### config.mk
export PLATFORM = sky130hd
export DESIGN_NAME = baseband_dev_flat
export DESIGN_NICKNAME = d
export VERILOG_FILES = /design/src/design/baseband_pkg.sv /design/src/design/baseband_if.sv /design/src/design/baseband_dev.sv /design/src/flat_wrapper.sv
export SDC_FILE = /design/constraint.sdc
export NUM_CORES = 2
export LEC_CHECK = 0
export BUFFER_PORTS_ARGS = -buffer_cell sky130_fd_sc_hd__buf_4
export CAP_MARGIN = 30
export CORE_ASPECT_RATIO = 1.5
export CORE_UTILIZATION = 30
export CTS_BUF_LIST = sky130_fd_sc_hd__clkbuf_4
export DETAILED_ROUTE_END_ITERATION = 16
export SYNTH_ARGS = -nofsm -noshare
export SYNTH_HDL_FRONTEND = slang
export SYNTH_SLANG_ARGS = --single-unit
### constraint.sdc
create_clock -name core_clk -period 12.8 [get_ports core_clk]
set_clock_uncertainty 0.2 [all_clocks]
set_input_delay 2.56 -clock core_clk [delete_from_list [all_inputs] [get_ports core_clk]]
set_output_delay 2.56 -clock core_clk [all_outputs]
set_load 0.05 [all_outputs]
### src/design/baseband_pkg.sv
/*
  constants shared by both ends of the baseband level and sample sync
  link: register map, field layout, limits and rates.
  assumes a single 40 MHz core clock on both ends.
*/
package baseband_pkg;
  localparam int CLK_HZ = 40_000_000;
  localparam int ADDR_W = 8;
  localparam int REG_W = 16;
  localparam int FRAME_BITS = 24;
  localparam int SMP_W = 16;

  // register map
  localparam logic [7:0] ADDR_DAC_ONE    = 8'h5d;
  localparam logic [7:0] ADDR_DAC_TWO    = 8'h5e;
  localparam logic [7:0] ADDR_ADC_ONE    = 8'h5f;
  localparam logic [7:0] ADDR_ADC_TWO    = 8'h60;
  localparam logic [7:0] ADDR_MATCH      = 8'h65;
  localparam logic [7:0] ADDR_COUNT      = 8'h7d;
  localparam logic [7:0] ADDR_INPUT_SET  = 8'hb0;
  localparam logic [7:0] ADDR_OUT_ONE_CS = 8'hb4;
  localparam logic [7:0] ADDR_OUT_TWO_CS = 8'hb5;
  localparam logic [15:0] REG_RESET      = 16'h0000;
  localparam logic [15:0] FINE_RESET     = 16'h7f00;

  // fine level field: signed gain q1.7 high byte, signed offset low byte
  localparam int GAIN_MSB = 15;
  localparam int GAIN_LSB = 8;
  localparam int OFF_MSB = 7;
  localparam int OFF_LSB = 0;
  localparam int GAIN_FRAC = 7;
  localparam int OFFSET_SHIFT = 6;
  localparam logic signed [7:0] FINE_MIN_POS = 8'sh40;
  localparam logic signed [7:0] FINE_MIN_NEG = -8'sh40;

  // coarse steps: tx 0 = -14.2 dB .. 10 = +6 dB, rx 0 = 0 dB .. 7 = +22.4 dB
  localparam int TX_CS_W = 4;
  localparam logic [3:0] TX_CS_TOP = 4'ha;
  localparam int RX_CS_W = 3;
  localparam int RX_CS_STRIDE = 4;
  localparam int NUM_INPUTS = 4;

  // sample rates and derived least divider (least period rounds up)
  localparam int DEFAULT_RATE_HZ = 48_000;
  localparam int CODEC_MAX_RATE_HZ = 72_000;
  localparam int MODEM_MAX_RATE_HZ = 144_000;
  localparam logic [15:0] DIV_DEFAULT = 16'(CLK_HZ / DEFAULT_RATE_HZ);
  localparam logic [15:0] DIV_MIN_CODEC =
    16'((CLK_HZ + CODEC_MAX_RATE_HZ - 1) / CODEC_MAX_RATE_HZ);
  localparam logic [15:0] DIV_MIN_MODEM =
    16'((CLK_HZ + MODEM_MAX_RATE_HZ - 1) / MODEM_MAX_RATE_HZ);

  // modem interpolation limits
  localparam logic [3:0] INTERP_MIN = 4'h4;
  localparam logic [3:0] INTERP_MAX = 4'ha;

  // receive output selection
  localparam logic [1:0] RX_OUT_RAW   = 2'h0;
  localparam logic [1:0] RX_OUT_POLAR = 2'h1;
  localparam logic [1:0] RX_OUT_BOTH  = 2'h2;

  // host-side filter selection and coefficient program blocks
  localparam logic [15:0] FILT_SEL_CODEC = 16'h0102;
  localparam logic [15:0] FILT_SEL_USER  = 16'h0802;
  localparam logic [3:0] PROG_BLOCK_RX_COEF = 4'h8;
  localparam logic [3:0] PROG_BLOCK_TX_COEF = 4'h9;

  // serial clock half period in core clocks
  localparam int SCLK_HALF = 4;
endpackage

### src/design/baseband_if.sv
/*
  serial register link between host and device, plus interrupt line.
  assumes both ends share core_clk; all pins are plain one-way wires.
*/
`timescale 1ns/100ps
interface baseband_if;
  logic csn_n;
  logic sclk;
  logic mosi;
  logic miso;
  logic irq;
  modport dev  (input csn_n, input sclk, input mosi,
                output miso, output irq);
  modport host (output csn_n, output sclk, output mosi,
                input miso, input irq);
endinterface

### src/design/baseband_dev.sv
/*
  device end: serial register slave, fine level and offset on both
  sample paths, coarse step outputs, free running sample counter with
  timestamps, scheduled transmit start and match interrupt.
  assumes converters and analog gain stages outside; all inputs are
  synchronous to core_clk.
*/
`timescale 1ns/100ps
module baseband_dev
  import baseband_pkg::*;
(
  input  wire logic              core_clk,
  input  wire logic              rst_n,
  baseband_if.dev                bus,
  input  wire logic              codec_mode,
  input  wire logic [15:0]       rate_div,
  input  wire logic [3:0]        interp_factor,
  input  wire logic [1:0]        rx_out_sel,
  input  wire logic              tx_en,
  input  wire logic              rx_en,
  input  wire logic [15:0]       sched_time,
  input  wire logic              sched_arm,
  input  wire logic              tx_sym_valid,
  input  wire logic [SMP_W-1:0]  tx_i,
  input  wire logic [SMP_W-1:0]  tx_q,
  output logic                   tx_sym_ready,
  output logic [SMP_W-1:0]       dac_one,
  output logic [SMP_W-1:0]       dac_two,
  output logic [TX_CS_W-1:0]     coarse_one,
  output logic [TX_CS_W-1:0]     coarse_two,
  output logic [11:0]            in_gain,
  output logic                   tx_active,
  input  wire logic [SMP_W-1:0]  adc_one,
  input  wire logic [SMP_W-1:0]  adc_two,
  output logic                   rx_valid,
  output logic [SMP_W-1:0]       rx_i,
  output logic [SMP_W-1:0]       rx_q,
  output logic [SMP_W-1:0]       rx_amp,
  output logic [2:0]             rx_phase,
  output logic [15:0]            rx_stamp,
  output logic                   rx_codec_filter_en,
  output logic                   sample_tick
);

  ////////////////////////////////////////////////////////////////////////
  // helpers

  // fine gain with -6dB floor, then offset add or subtract, saturated
  function automatic logic [SMP_W-1:0] fine_level(
    input logic [SMP_W-1:0] smp,
    input logic [15:0]      setting,
    input logic             subtract
  );
    logic signed [7:0]  g;
    logic signed [24:0] prod;
    logic signed [24:0] off;
    logic signed [24:0] sum;
    g = signed'(setting[GAIN_MSB:GAIN_LSB]);
    if (!g[7] && g < FINE_MIN_POS) begin
      g = FINE_MIN_POS;
    end
    if (g[7] && g > FINE_MIN_NEG) begin
      g = FINE_MIN_NEG;
    end
    prod = 25'(signed'(smp) * g) >>> GAIN_FRAC; // sign flips data
    off = 25'(signed'(setting[OFF_MSB:OFF_LSB])) <<< OFFSET_SHIFT;
    sum = subtract ? prod - off : prod + off;
    if (sum > 25'sd32767) begin
      fine_level = 16'h7fff;
    end else if (sum < -25'sd32768) begin
      fine_level = 16'h8000;
    end else begin
      fine_level = sum[SMP_W-1:0];
    end
  endfunction

  // absolute value of a signed sample
  function automatic logic [SMP_W-1:0] mag(input logic [SMP_W-1:0] v);
    mag = v[SMP_W-1] ? 16'(-v) : v;
  endfunction

  ////////////////////////////////////////////////////////////////////////
  // serial register slave

  logic        sclk_prev_reg;
  logic [4:0]  bit_cnt_reg;
  logic [23:0] sh_in_reg;
  logic [15:0] sh_out_reg;
  logic        sclk_rise;
  logic        wr_strobe;
  logic [7:0]  wr_addr;
  logic [15:0] wr_data;
  logic [7:0]  rd_addr;
  logic [15:0] rd_data;

  assign sclk_rise = bus.sclk && !sclk_prev_reg && !bus.csn_n;
  assign wr_strobe = sclk_rise && bit_cnt_reg == 5'(FRAME_BITS - 1);
  assign wr_addr = sh_in_reg[22:15];
  assign wr_data = {sh_in_reg[14:0], bus.mosi};
  assign rd_addr = {sh_in_reg[6:0], bus.mosi};
  assign bus.miso = sh_out_reg[15];

  // frame shifting; read data loaded after the address byte
  always_ff @(posedge core_clk) begin
    if (!rst_n) begin
      sclk_prev_reg <= 1'b0;
      bit_cnt_reg <= 5'h00;
      sh_in_reg <= 24'h000000;
      sh_out_reg <= 16'h0000;
    end else begin
      sclk_prev_reg <= bus.sclk;
      if (bus.csn_n) begin
        bit_cnt_reg <= 5'h00;
      end else if (sclk_rise) begin
        bit_cnt_reg <= bit_cnt_reg + 5'h01;
        sh_in_reg <= {sh_in_reg[22:0], bus.mosi};
        if (bit_cnt_reg == 5'(ADDR_W - 1)) begin
          sh_out_reg <= rd_data;
        end else begin
          sh_out_reg <= {sh_out_reg[14:0], 1'b0};
        end
      end
    end
  end

  ////////////////////////////////////////////////////////////////////////
  // write-only setting registers

  logic [15:0] dac_one_reg;
  logic [15:0] dac_two_reg;
  logic [15:0] adc_one_reg;
  logic [15:0] adc_two_reg;
  logic [15:0] match_reg;
  logic [15:0] input_set_reg;
  logic [15:0] out_one_cs_reg;
  logic [15:0] out_two_cs_reg;

  // register writes; unmapped addresses are ignored
  always_ff @(posedge core_clk) begin
    if (!rst_n) begin
      dac_one_reg <= FINE_RESET;
      dac_two_reg <= FINE_RESET;
      adc_one_reg <= FINE_RESET;
      adc_two_reg <= FINE_RESET;
      match_reg <= REG_RESET;
      input_set_reg <= REG_RESET;
      out_one_cs_reg <= REG_RESET;
      out_two_cs_reg <= REG_RESET;
    end else if (wr_strobe) begin
      case (wr_addr)
        ADDR_DAC_ONE: begin
          dac_one_reg <= wr_data;
        end
        ADDR_DAC_TWO: begin
          dac_two_reg <= wr_data;
        end
        ADDR_ADC_ONE: begin
          adc_one_reg <= wr_data;
        end
        ADDR_ADC_TWO: begin
          adc_two_reg <= wr_data;
        end
        ADDR_MATCH: begin
          match_reg <= wr_data;
        end
        ADDR_INPUT_SET: begin
          input_set_reg <= wr_data;
        end
        ADDR_OUT_ONE_CS: begin
          out_one_cs_reg <= wr_data;
        end
        ADDR_OUT_TWO_CS: begin
          out_two_cs_reg <= wr_data;
        end
        default: begin
        end
      endcase
    end
  end

  ////////////////////////////////////////////////////////////////////////
  // sample rate divider and counter

  logic [15:0] div_cnt_reg;
  logic [15:0] div_eff;
  logic [15:0] count_reg;
  logic [15:0] count_next;
  logic        irq_reg;

  // least divider per mode keeps the sample rate in range
  always_comb begin
    div_eff = rate_div;
    if (codec_mode && rate_div < DIV_MIN_CODEC) begin
      div_eff = DIV_MIN_CODEC;
    end
    if (!codec_mode && rate_div < DIV_MIN_MODEM) begin
      div_eff = DIV_MIN_MODEM;
    end
  end

  assign sample_tick = div_cnt_reg == 16'h0000;
  assign count_next = count_reg + 16'h0001; // natural wrap
  assign rd_data = (rd_addr == ADDR_COUNT) ? count_reg : 16'h0000;
  assign bus.irq = irq_reg;

  // divider and counter run regardless of converter enables
  always_ff @(posedge core_clk) begin
    if (!rst_n) begin
      div_cnt_reg <= 16'h0000;
      count_reg <= 16'h0000;
    end else begin
      div_cnt_reg <= sample_tick ? div_eff - 16'h0001
                                 : div_cnt_reg - 16'h0001;
      if (sample_tick) begin
        count_reg <= count_next;
      end
    end
  end

  // match interrupt; a new match beats the clearing write
  always_ff @(posedge core_clk) begin
    if (!rst_n) begin
      irq_reg <= 1'b0;
    end else if (sample_tick && count_next == match_reg) begin
      irq_reg <= 1'b1;
    end else if (wr_strobe && wr_addr == ADDR_MATCH) begin
      irq_reg <= 1'b0;
    end
  end

  ////////////////////////////////////////////////////////////////////////
  // coarse gain outputs

  // tx codes clamp to the +6dB top step
  always_ff @(posedge core_clk) begin
    if (!rst_n) begin
      coarse_one <= '0;
      coarse_two <= '0;
      in_gain <= '0;
    end else begin
      coarse_one <= (out_one_cs_reg[3:0] > TX_CS_TOP) ? TX_CS_TOP
                                            : out_one_cs_reg[3:0];
      coarse_two <= (out_two_cs_reg[3:0] > TX_CS_TOP) ? TX_CS_TOP
                                            : out_two_cs_reg[3:0];
      for (int n = 0; n < NUM_INPUTS; n++) begin
        in_gain[n*RX_CS_W +: RX_CS_W] <=
          input_set_reg[n*RX_CS_STRIDE +: RX_CS_W]; // unsigned codes
      end
    end
  end

  ////////////////////////////////////////////////////////////////////////
  // transmit path

  logic [3:0] interp_eff;
  logic [3:0] phase_reg;

  assign interp_eff = (interp_factor < INTERP_MIN) ? INTERP_MIN :
                      (interp_factor > INTERP_MAX) ? INTERP_MAX :
                      interp_factor;
  // codec takes a sample every tick, modem one symbol per interp ticks
  assign tx_sym_ready = tx_active && sample_tick &&
                        (codec_mode || phase_reg == 4'h0);

  // scheduled start at the armed count, stop when tx disabled
  always_ff @(posedge core_clk) begin
    if (!rst_n) begin
      tx_active <= 1'b0;
    end else if (!tx_en) begin
      tx_active <= 1'b0;
    end else if (sched_arm && sample_tick && count_next == sched_time) begin
      tx_active <= 1'b1;
    end
  end

  // symbol hold and fine level ahead of the dacs
  always_ff @(posedge core_clk) begin
    if (!rst_n) begin
      phase_reg <= 4'h0;
      dac_one <= '0;
      dac_two <= '0;
    end else begin
      if (!tx_active) begin
        phase_reg <= 4'h0;
      end else if (sample_tick) begin
        phase_reg <= (phase_reg == interp_eff - 4'h1) ? 4'h0
                                                      : phase_reg + 4'h1;
      end
      if (tx_sym_ready && tx_sym_valid) begin
        dac_one <= fine_level(tx_i, dac_one_reg, 1'b0);
        dac_two <= fine_level(tx_q, dac_two_reg, 1'b0);
      end
    end
  end

  ////////////////////////////////////////////////////////////////////////
  // receive path

  logic [SMP_W-1:0] lvl_i;
  logic [SMP_W-1:0] lvl_q;
  logic [SMP_W-1:0] abs_i;
  logic [SMP_W-1:0] abs_q;
  logic [16:0]      amp_sum;

  assign lvl_i = fine_level(adc_one, adc_one_reg, 1'b1);
  assign lvl_q = fine_level(adc_two, adc_two_reg, 1'b1);
  assign abs_i = mag(lvl_i);
  assign abs_q = mag(lvl_q);
  // max plus half of min approximates the magnitude
  assign amp_sum = (abs_i > abs_q) ? {1'b0, abs_i} + {2'b00, abs_q[15:1]}
                                   : {1'b0, abs_q} + {2'b00, abs_i[15:1]};
  assign rx_codec_filter_en = codec_mode;

  // one output per tick, stamped with the running count
  always_ff @(posedge core_clk) begin
    if (!rst_n) begin
      rx_valid <= 1'b0;
      rx_i <= '0;
      rx_q <= '0;
      rx_amp <= '0;
      rx_phase <= 3'h0;
      rx_stamp <= 16'h0000;
    end else begin
      rx_valid <= rx_en && sample_tick;
      if (rx_en && sample_tick) begin
        rx_stamp <= count_reg;
        if (rx_out_sel != RX_OUT_POLAR) begin
          rx_i <= lvl_i;
          rx_q <= lvl_q;
        end
        if (!codec_mode && rx_out_sel != RX_OUT_RAW) begin
          rx_amp <= amp_sum[16] ? 16'hffff : amp_sum[15:0];
          rx_phase <= {lvl_i[15], lvl_q[15], abs_q > abs_i};
        end
      end
    end
  end

endmodule

### src/flat_wrapper.sv
// flat-port wrapper written by rule: the top's interface ports become plain ports
module baseband_dev_flat import baseband_pkg::*;
  (core_clk, rst_n, codec_mode, rate_div, interp_factor, rx_out_sel, tx_en, rx_en, sched_time, sched_arm, tx_sym_valid, tx_i, tx_q, tx_sym_ready, dac_one, dac_two, coarse_one, coarse_two, in_gain, tx_active, adc_one, adc_two, rx_valid, rx_i, rx_q, rx_amp, rx_phase, rx_stamp, rx_codec_filter_en, sample_tick, bus_csn_n, bus_sclk, bus_mosi, bus_miso, bus_irq);
  baseband_if bus_i ();
  input  wire logic core_clk;
  input  wire logic rst_n;
  input  wire logic codec_mode;
  input  wire logic [15:0] rate_div;
  input  wire logic [3:0] interp_factor;
  input  wire logic [1:0] rx_out_sel;
  input  wire logic tx_en;
  input  wire logic rx_en;
  input  wire logic [15:0] sched_time;
  input  wire logic sched_arm;
  input  wire logic tx_sym_valid;
  input  wire logic [SMP_W-1:0] tx_i;
  input  wire logic [SMP_W-1:0] tx_q;
  output logic tx_sym_ready;
  output logic [SMP_W-1:0] dac_one;
  output logic [SMP_W-1:0] dac_two;
  output logic [TX_CS_W-1:0] coarse_one;
  output logic [TX_CS_W-1:0] coarse_two;
  output logic [11:0] in_gain;
  output logic tx_active;
  input  wire logic [SMP_W-1:0] adc_one;
  input  wire logic [SMP_W-1:0] adc_two;
  output logic rx_valid;
  output logic [SMP_W-1:0] rx_i;
  output logic [SMP_W-1:0] rx_q;
  output logic [SMP_W-1:0] rx_amp;
  output logic [2:0] rx_phase;
  output logic [15:0] rx_stamp;
  output logic rx_codec_filter_en;
  output logic sample_tick;
  input wire logic [$bits(bus_i.csn_n)-1:0] bus_csn_n;
  input wire logic [$bits(bus_i.sclk)-1:0] bus_sclk;
  input wire logic [$bits(bus_i.mosi)-1:0] bus_mosi;
  output wire logic [$bits(bus_i.miso)-1:0] bus_miso;
  output wire logic [$bits(bus_i.irq)-1:0] bus_irq;
  assign bus_i.csn_n = bus_csn_n;
  assign bus_i.sclk = bus_sclk;
  assign bus_i.mosi = bus_mosi;
  assign bus_miso = bus_i.miso;
  assign bus_irq = bus_i.irq;
  baseband_dev u_core (.core_clk(core_clk), .rst_n(rst_n), .bus(bus_i), .codec_mode(codec_mode), .rate_div(rate_div), .interp_factor(interp_factor), .rx_out_sel(rx_out_sel), .tx_en(tx_en), .rx_en(rx_en), .sched_time(sched_time), .sched_arm(sched_arm), .tx_sym_valid(tx_sym_valid), .tx_i(tx_i), .tx_q(tx_q), .tx_sym_ready(tx_sym_ready), .dac_one(dac_one), .dac_two(dac_two), .coarse_one(coarse_one), .coarse_two(coarse_two), .in_gain(in_gain), .tx_active(tx_active), .adc_one(adc_one), .adc_two(adc_two), .rx_valid(rx_valid), .rx_i(rx_i), .rx_q(rx_q), .rx_amp(rx_amp), .rx_phase(rx_phase), .rx_stamp(rx_stamp), .rx_codec_filter_en(rx_codec_filter_en), .sample_tick(sample_tick));
endmodule
Yosys cells after proc, flatten, opt, wreduce, memory -nomap -nowiden
Cells that the tools add are included.
Widths: inputs -> output; s select.
- register bits after elaboration: 306
- bits of input ports: 112
- output and inout port bits: 126
- multiply operators: 4
- reductions and logical operators: 50
- bitwise operators: 2
- add/sub/neg operators: 14
- equal/unequal tests: 15
- muxes and demuxes: 40
- $lt $le $gt $ge: 24
- operator list (cell ; number):
    $mux 16 ; 16
    $mux 8 ; 16
    $gt 25x16->1 const B ; 4
    $lt 25x16->1 const B ; 4
    $mul 16x8->24 ; 4
    $eq 8x7->1 const B ; 6
    $add 17x14->18 ; 2
    $sub 17x14->18 ; 2
    $add 16x15->17 ; 2
    $eq 16x16->1 ; 2
    $gt 16x16->1 ; 2
    $gt 8x7->1 const B ; 4
    $lt 8x8->1 const B ; 4
    $neg 16->16 ; 2
    $sub 16x1->16 const B ; 2
    $reduce_and 2->1 ; 13
    $eq 8x8->1 const B ; 3
    $logic_and 1x1->1 ; 22
    $mux 4 ; 5
    $mux 17 ; 1
    $add 16x1->16 const B ; 1
    $logic_not 16->1 ; 1
    $lt 16x10->1 const B ; 1
    $lt 16x9->1 const B ; 1
    other kinds (16) ; 29

Longest topological paths before layout
- depth after elaboration: 16
- mapped depth: 60

Worst setup path before layout
OpenSTA, ideal clock, no wires.
- path kind: input port to flip-flop
- from: in adc_two[2]
- to: reg u_core.rx_amp[10]
- buffers on the path: 4
- slack: -0.998 ns
- required time: 12.478 ns
- stages on the path: 52
- data arrival time: 13.476 ns
- cell sequence: nand2b_1 > fa_1 > inv_1 > fa_1 > fa_1 > inv_1 > fa_1 > inv_1 > ha_1 > clkbuf_1 > nand3_1 > a21boi_0 > a311oi_2 > nor2b_1 > o21a_1 > o21a_1 > o21a_1 > o21a_1 > (+16 left out) > clkbuf_1 > inv_1 > o31ai_1 > a21oi_1 > xor2_1 > ha_1 > o21ai_0 > nand2b_1 > a21oi_1 > nand2b_1 > a31oi_1 > o21bai_1 > a41o_1 > o41a_1 > or4_1 > a21boi_2 > buf_6 > a21oi_2
- cells in the longest elaborated chain, start to end: 10
- elaborated cells on any way between the ends: 13
- classes of those cells: 4 x add/sub; 1 x mul; 3 x order compare; 5 x mux
- ends and longest elaborated chain (item ; line ; source):
    start: declaration ; flat_wrapper.sv:26 ; input wire logic [SMP_W-1:0] adc_two;
    $mul 16x8->24 * ; baseband_dev.sv:65 ; prod = 25'(signed'(smp) * g) >>> GAIN_FRAC;
    $sub 17x14->18 * ; baseband_dev.sv:67 ; sum = subtract ? prod - off : prod + off;
    $lt 25x16->1 ; baseband_dev.sv:70 ; end else if (sum < -25'sd32768) begin
    $mux 16 ; baseband_dev.sv:70 ;
    $mux 16 * ; baseband_dev.sv:68 ; if (sum > 25'sd32767) begin
    $neg 16->16 ; baseband_dev.sv:79 ; mag = v[SMP_W-1] ? 16'(-v) : v;
    $mux 16 * ; baseband_dev.sv:79 ;
    $add 16x15->17, or another cell as far along ; baseband_dev.sv:311 ; : {1'b0, abs_q} + {2'b00, abs_i[15:1]};
    $mux 17 * ; baseband_dev.sv:310 ; assign amp_sum = (abs_i > abs_q) ? {1'b0, abs_i} + {2'b00, abs_q[15:1]}
    $mux 16 * ; baseband_dev.sv:332 ; rx_amp <= amp_sum[16] ? 16'hffff : amp_sum[15:0];
    end signal: assignment ; baseband_dev.sv:332 ;
    end: declaration ; baseband_dev.sv:38 ; output logic [SMP_W-1:0] rx_amp,
Every way passes the cells marked *; elsewhere a longest branch is shown, timed or not.
A chain may end at the register's enable or synchronous reset.

Worst setup path after layout
- from: in adc_one[3]
- to: reg u_core.rx_amp[1]
- cells in the longest elaborated chain, start to end: 10
- elaborated cells on any way between the ends: 13
- classes of those cells: 4 x add/sub; 1 x mul; 3 x order compare; 5 x mux
- ends and longest elaborated chain (item ; line ; source):
    start: declaration ; flat_wrapper.sv:25 ; input wire logic [SMP_W-1:0] adc_one;
    $mul 16x8->24 * ; baseband_dev.sv:65 ;
    $sub 17x14->18 * ; baseband_dev.sv:67 ;
    $lt 25x16->1 ; baseband_dev.sv:70 ;
    $mux 16 ; baseband_dev.sv:70 ;
    $mux 16 * ; baseband_dev.sv:68 ;
    $neg 16->16 ; baseband_dev.sv:79 ;
    $mux 16 * ; baseband_dev.sv:79 ;
    $add 16x15->17, or another cell as far along ; baseband_dev.sv:311 ;
    $mux 17 * ; baseband_dev.sv:310 ;
    $mux 16 * ; baseband_dev.sv:332 ;
Marks and branches as above.

==> metrics.yaml <==
status: "complete, no violations"
synthXorXnorAreaFrac_pct: 5.42
synth-edff-count: 0
r2r_setup_slack_ns: 0.85
final.setup.tns_ns: 0
grt_use_total_pct: 18.6
detail_route_antenna_nets: 0
dieWidth_um: 279
crit_slowest_cell: "sky130_fd_sc_hd__fa_1"
synth_cells: 4133
clock_tree.root_cell: "sky130_fd_sc_hd__clkbuf_4"
grt_max_degree: 115
synth_seq_cells: 303
post_synth_top_flop: "sky130_fd_sc_hd__dfxtp_1"
setup_viol_count_final: 0
multiInputGateArea_um2: 26300
htree_levels: 3
layout-drive-gt1-share_pct: 18.5
worst_pin_slew_ns: 1.01
layout.filler_cells: 11900
cpMostUsedCell: "sky130_fd_sc_hd__o21a_1"
place_congestion: 0.909
pins_over_slew_limit: 0
number_of_clock_sinks: 303
worstPathArrival_ns: 12.99
floorplan.die.height_um: 418
cts-buffers-inserted: 82
timing.hold.worst_path_depth: 1
cts_hold_buffers: 0
top_level_ports: 238
stdcell_area_um2: 42100
timing.critical_path.slowest_cell_delay_ns: 0.54
post-route-drc-count: 0
starting_utilization_of_the_core_area_pct: 30.3
max_slew_margin_pct: 32.3
via_count_of_the_first_global_routing_pass: 31200
async_reset_ff_share_pct: 0
compound_gate_portion_of_the_synthesized_area_pct: 13.3
wire_per_inst_um: 17.3
critical_path.endpoint_type: "flop"
critPathLaunchType: "primary input"
cts_tree: "built"
max_freq_mhz: 80.5
yosys.area_share.simple_pct: 20.7
synth.top_cell.area_share_pct: 23.8
clk_pin_slew_worst_paths_ns: 0.07
synth_most_common_cell: "sky130_fd_sc_hd__inv_1"
post-route-period-util_pct: 97.0
vias: 30300
final_hold_viol_count: 0
worstHoldPathType: "flop to flop"
syn_nets: 4919
cap_viol_max_count: 0
synth_area_leaders: "sky130_fd_sc_hd__fa_1 24%, sky130_fd_sc_hd__dfxtp_1 18%, sky130_fd_sc_hd__ha_1 9.5%, sky130_fd_sc_hd__inv_1 6.0%, sky130_fd_sc_hd__nand2_1 6.0%"
grt_pass1_wl_mm: 170
area_growth_pct: 21.7
wirelength_mm: 108
core_region_area_um2: 114000
ys_warn_count: 0
regArea_um2: 6070
cts_max_path_buffers: 3
yosys.area_share.adder_pct: 33.3
timing.reg2reg.worst_path_depth: 55
placed_cells_incl_taps: 6079
critPathKind: "primary input to flop"
share_of_synthesized_area_spent_on_multiplexers_pct: 1.47
seq_area_frac_synth_pct: 17.5
synth_area_per_cell_um2: 8.37
rows: 152
drtPass1Iterations: 6
globalRouteOverflowTotal: 0
via_per_inst: 4.86
final_period_minus_worst_setup_slack_ns: 12.42
yosys-top-cells-count: "557 x sky130_fd_sc_hd__inv_1, 552 x sky130_fd_sc_hd__nand2_1, 412 x sky130_fd_sc_hd__fa_1"
placement.io_buffers: 237
final_nets: 5427
postPlaceCellArea_um2: 40700
number_of_different_library_cells_in_the_post_synthesis_netlist: 95
die-area_um2: 117000
synth_top_family_by_area: "adder cells"
initialDrtViolationCount: 1478
timing.final.ws_setup_ns: 0.378
dp.final_hpwl_mm: 86.1
netlist.top_cell.by_area: "sky130_fd_sc_hd__fa_1"
antenna_found_initial: 3
post_synth_instance_area_um2: 34600
worstPathRequired_ns: 13.37
clock_latency_on_the_worst_skew_pair_ns: 0.94
detailedPlace.worstSlack_ns: -1.06
final_non_filler_cell_total: 6240
timing.critical_path.fanout_max: 8
-- path summary, 6_finish.rpt --
kind,start,end
max,adc_one[3],u_core.rx_amp[1]
min,u_core.input_set_reg[10],u_core.in_gain[8]
max reg2reg,u_core.adc_two_reg[14],u_core.rx_amp[15]
min reg2reg,u_core.input_set_reg[10],u_core.in_gain[8]
-- worst max-delay path: cells and delay by family --
kind	cells	cell delay [ns]
fa+ha+maj	8	3.04
buf+inv	11	1.37
simple gates	6	1.12
compound gates	25	4.81
xor+xnor	1	0.10
-- layout make-up --
| class | instances | area share [%] |
|---|---|---|
| Multi-Input combinational cell | 3076 | 62.4 |
| Sequential cell | 303 | 14.4 |
| Timing Repair Buffer | 619 | 11.2 |
| Inverter | 559 | 4.99 |
| Tap cell | 1540 | 4.58 |
| Clock buffer | 103 | 1.84 |
| Clock inverter | 36 | 0.603 |
| Antenna cell | 4 | 0.0238 |
-- stage by stage --
stage / utilization, % / hold WS [ns]
2_1_floorplan: - / 0.229
3_3_place_gp: 35.6 / 0.239
3_5_place_dp: 35.6 / 0.252
4_1_cts: 36.5 / 0.211
5_1_grt: 36.8 / 0.230
6_report: 36.8 / 0.244
-- layout by cell type, fill, tap and decap left out, types with 18 or more instances in the layout --
cell type | synthesis | final
sky130_fd_sc_hd__a21boi_0 | 101 | 94
sky130_fd_sc_hd__a21o_1 | 37 | 37
sky130_fd_sc_hd__a21oi_1 | 155 | 143
sky130_fd_sc_hd__a21oi_2 | 12 | 20
sky130_fd_sc_hd__a31oi_1 | 23 | 20
sky130_fd_sc_hd__and2_1 | 87 | 87
sky130_fd_sc_hd__and3_1 | 242 | 239
sky130_fd_sc_hd__buf_4 | 1 | 613
sky130_fd_sc_hd__clkbuf_4 | 0 | 103
sky130_fd_sc_hd__clkinv_1 | 0 | 18
sky130_fd_sc_hd__dfxtp_1 | 303 | 303
sky130_fd_sc_hd__fa_1 | 412 | 408
sky130_fd_sc_hd__ha_1 | 262 | 251
sky130_fd_sc_hd__inv_1 | 557 | 553
sky130_fd_sc_hd__mux2i_1 | 46 | 46
sky130_fd_sc_hd__nand2_1 | 552 | 546
sky130_fd_sc_hd__nand2b_1 | 70 | 69
sky130_fd_sc_hd__nand3_1 | 66 | 64
sky130_fd_sc_hd__nand4_1 | 18 | 18
sky130_fd_sc_hd__nor2_1 | 185 | 182
sky130_fd_sc_hd__nor2b_1 | 72 | 70
sky130_fd_sc_hd__nor3_1 | 47 | 46
sky130_fd_sc_hd__nor3b_1 | 24 | 23
sky130_fd_sc_hd__o211a_1 | 19 | 19
sky130_fd_sc_hd__o21a_1 | 42 | 42
sky130_fd_sc_hd__o21ai_0 | 158 | 145
sky130_fd_sc_hd__or3_1 | 25 | 24
sky130_fd_sc_hd__xnor2_1 | 134 | 133
sky130_fd_sc_hd__xor2_1 | 80 | 76
-- kinds of logic (layout without fill, tap and decap cells) --
logic type	after synthesis	count (layout)
compound gates	690	690
flops	303	303
other cells	0	4
xor+xnor	214	214
fa+ha+maj	674	674
simple gates	1448	1448
buf+inv	754	1317
mux	50	50
-- timing repair --
action                                  CTS  global route
cloned                                    0             3
setup buffers                             0            15
endpoints found under the setup margin   13            16
pin swaps                                 0            49
resized for setup                         1            57
-- per-layer routing --
metal | part of all wire (%) | track usage [%] | vias to the layer above
met2 | 51 | 33.7 | 617
li1 | - | - | 14600
met4 | 4.5 | 8.34 | 2
met1 | 40 | 21.7 | 14900
met3 | 3.6 | 2.09 | 213
met5 | 0.0065 | 0 | -
Power is not shown: default switching activity piles up to over one toggle a cycle in this logic, so the estimate is an artifact.
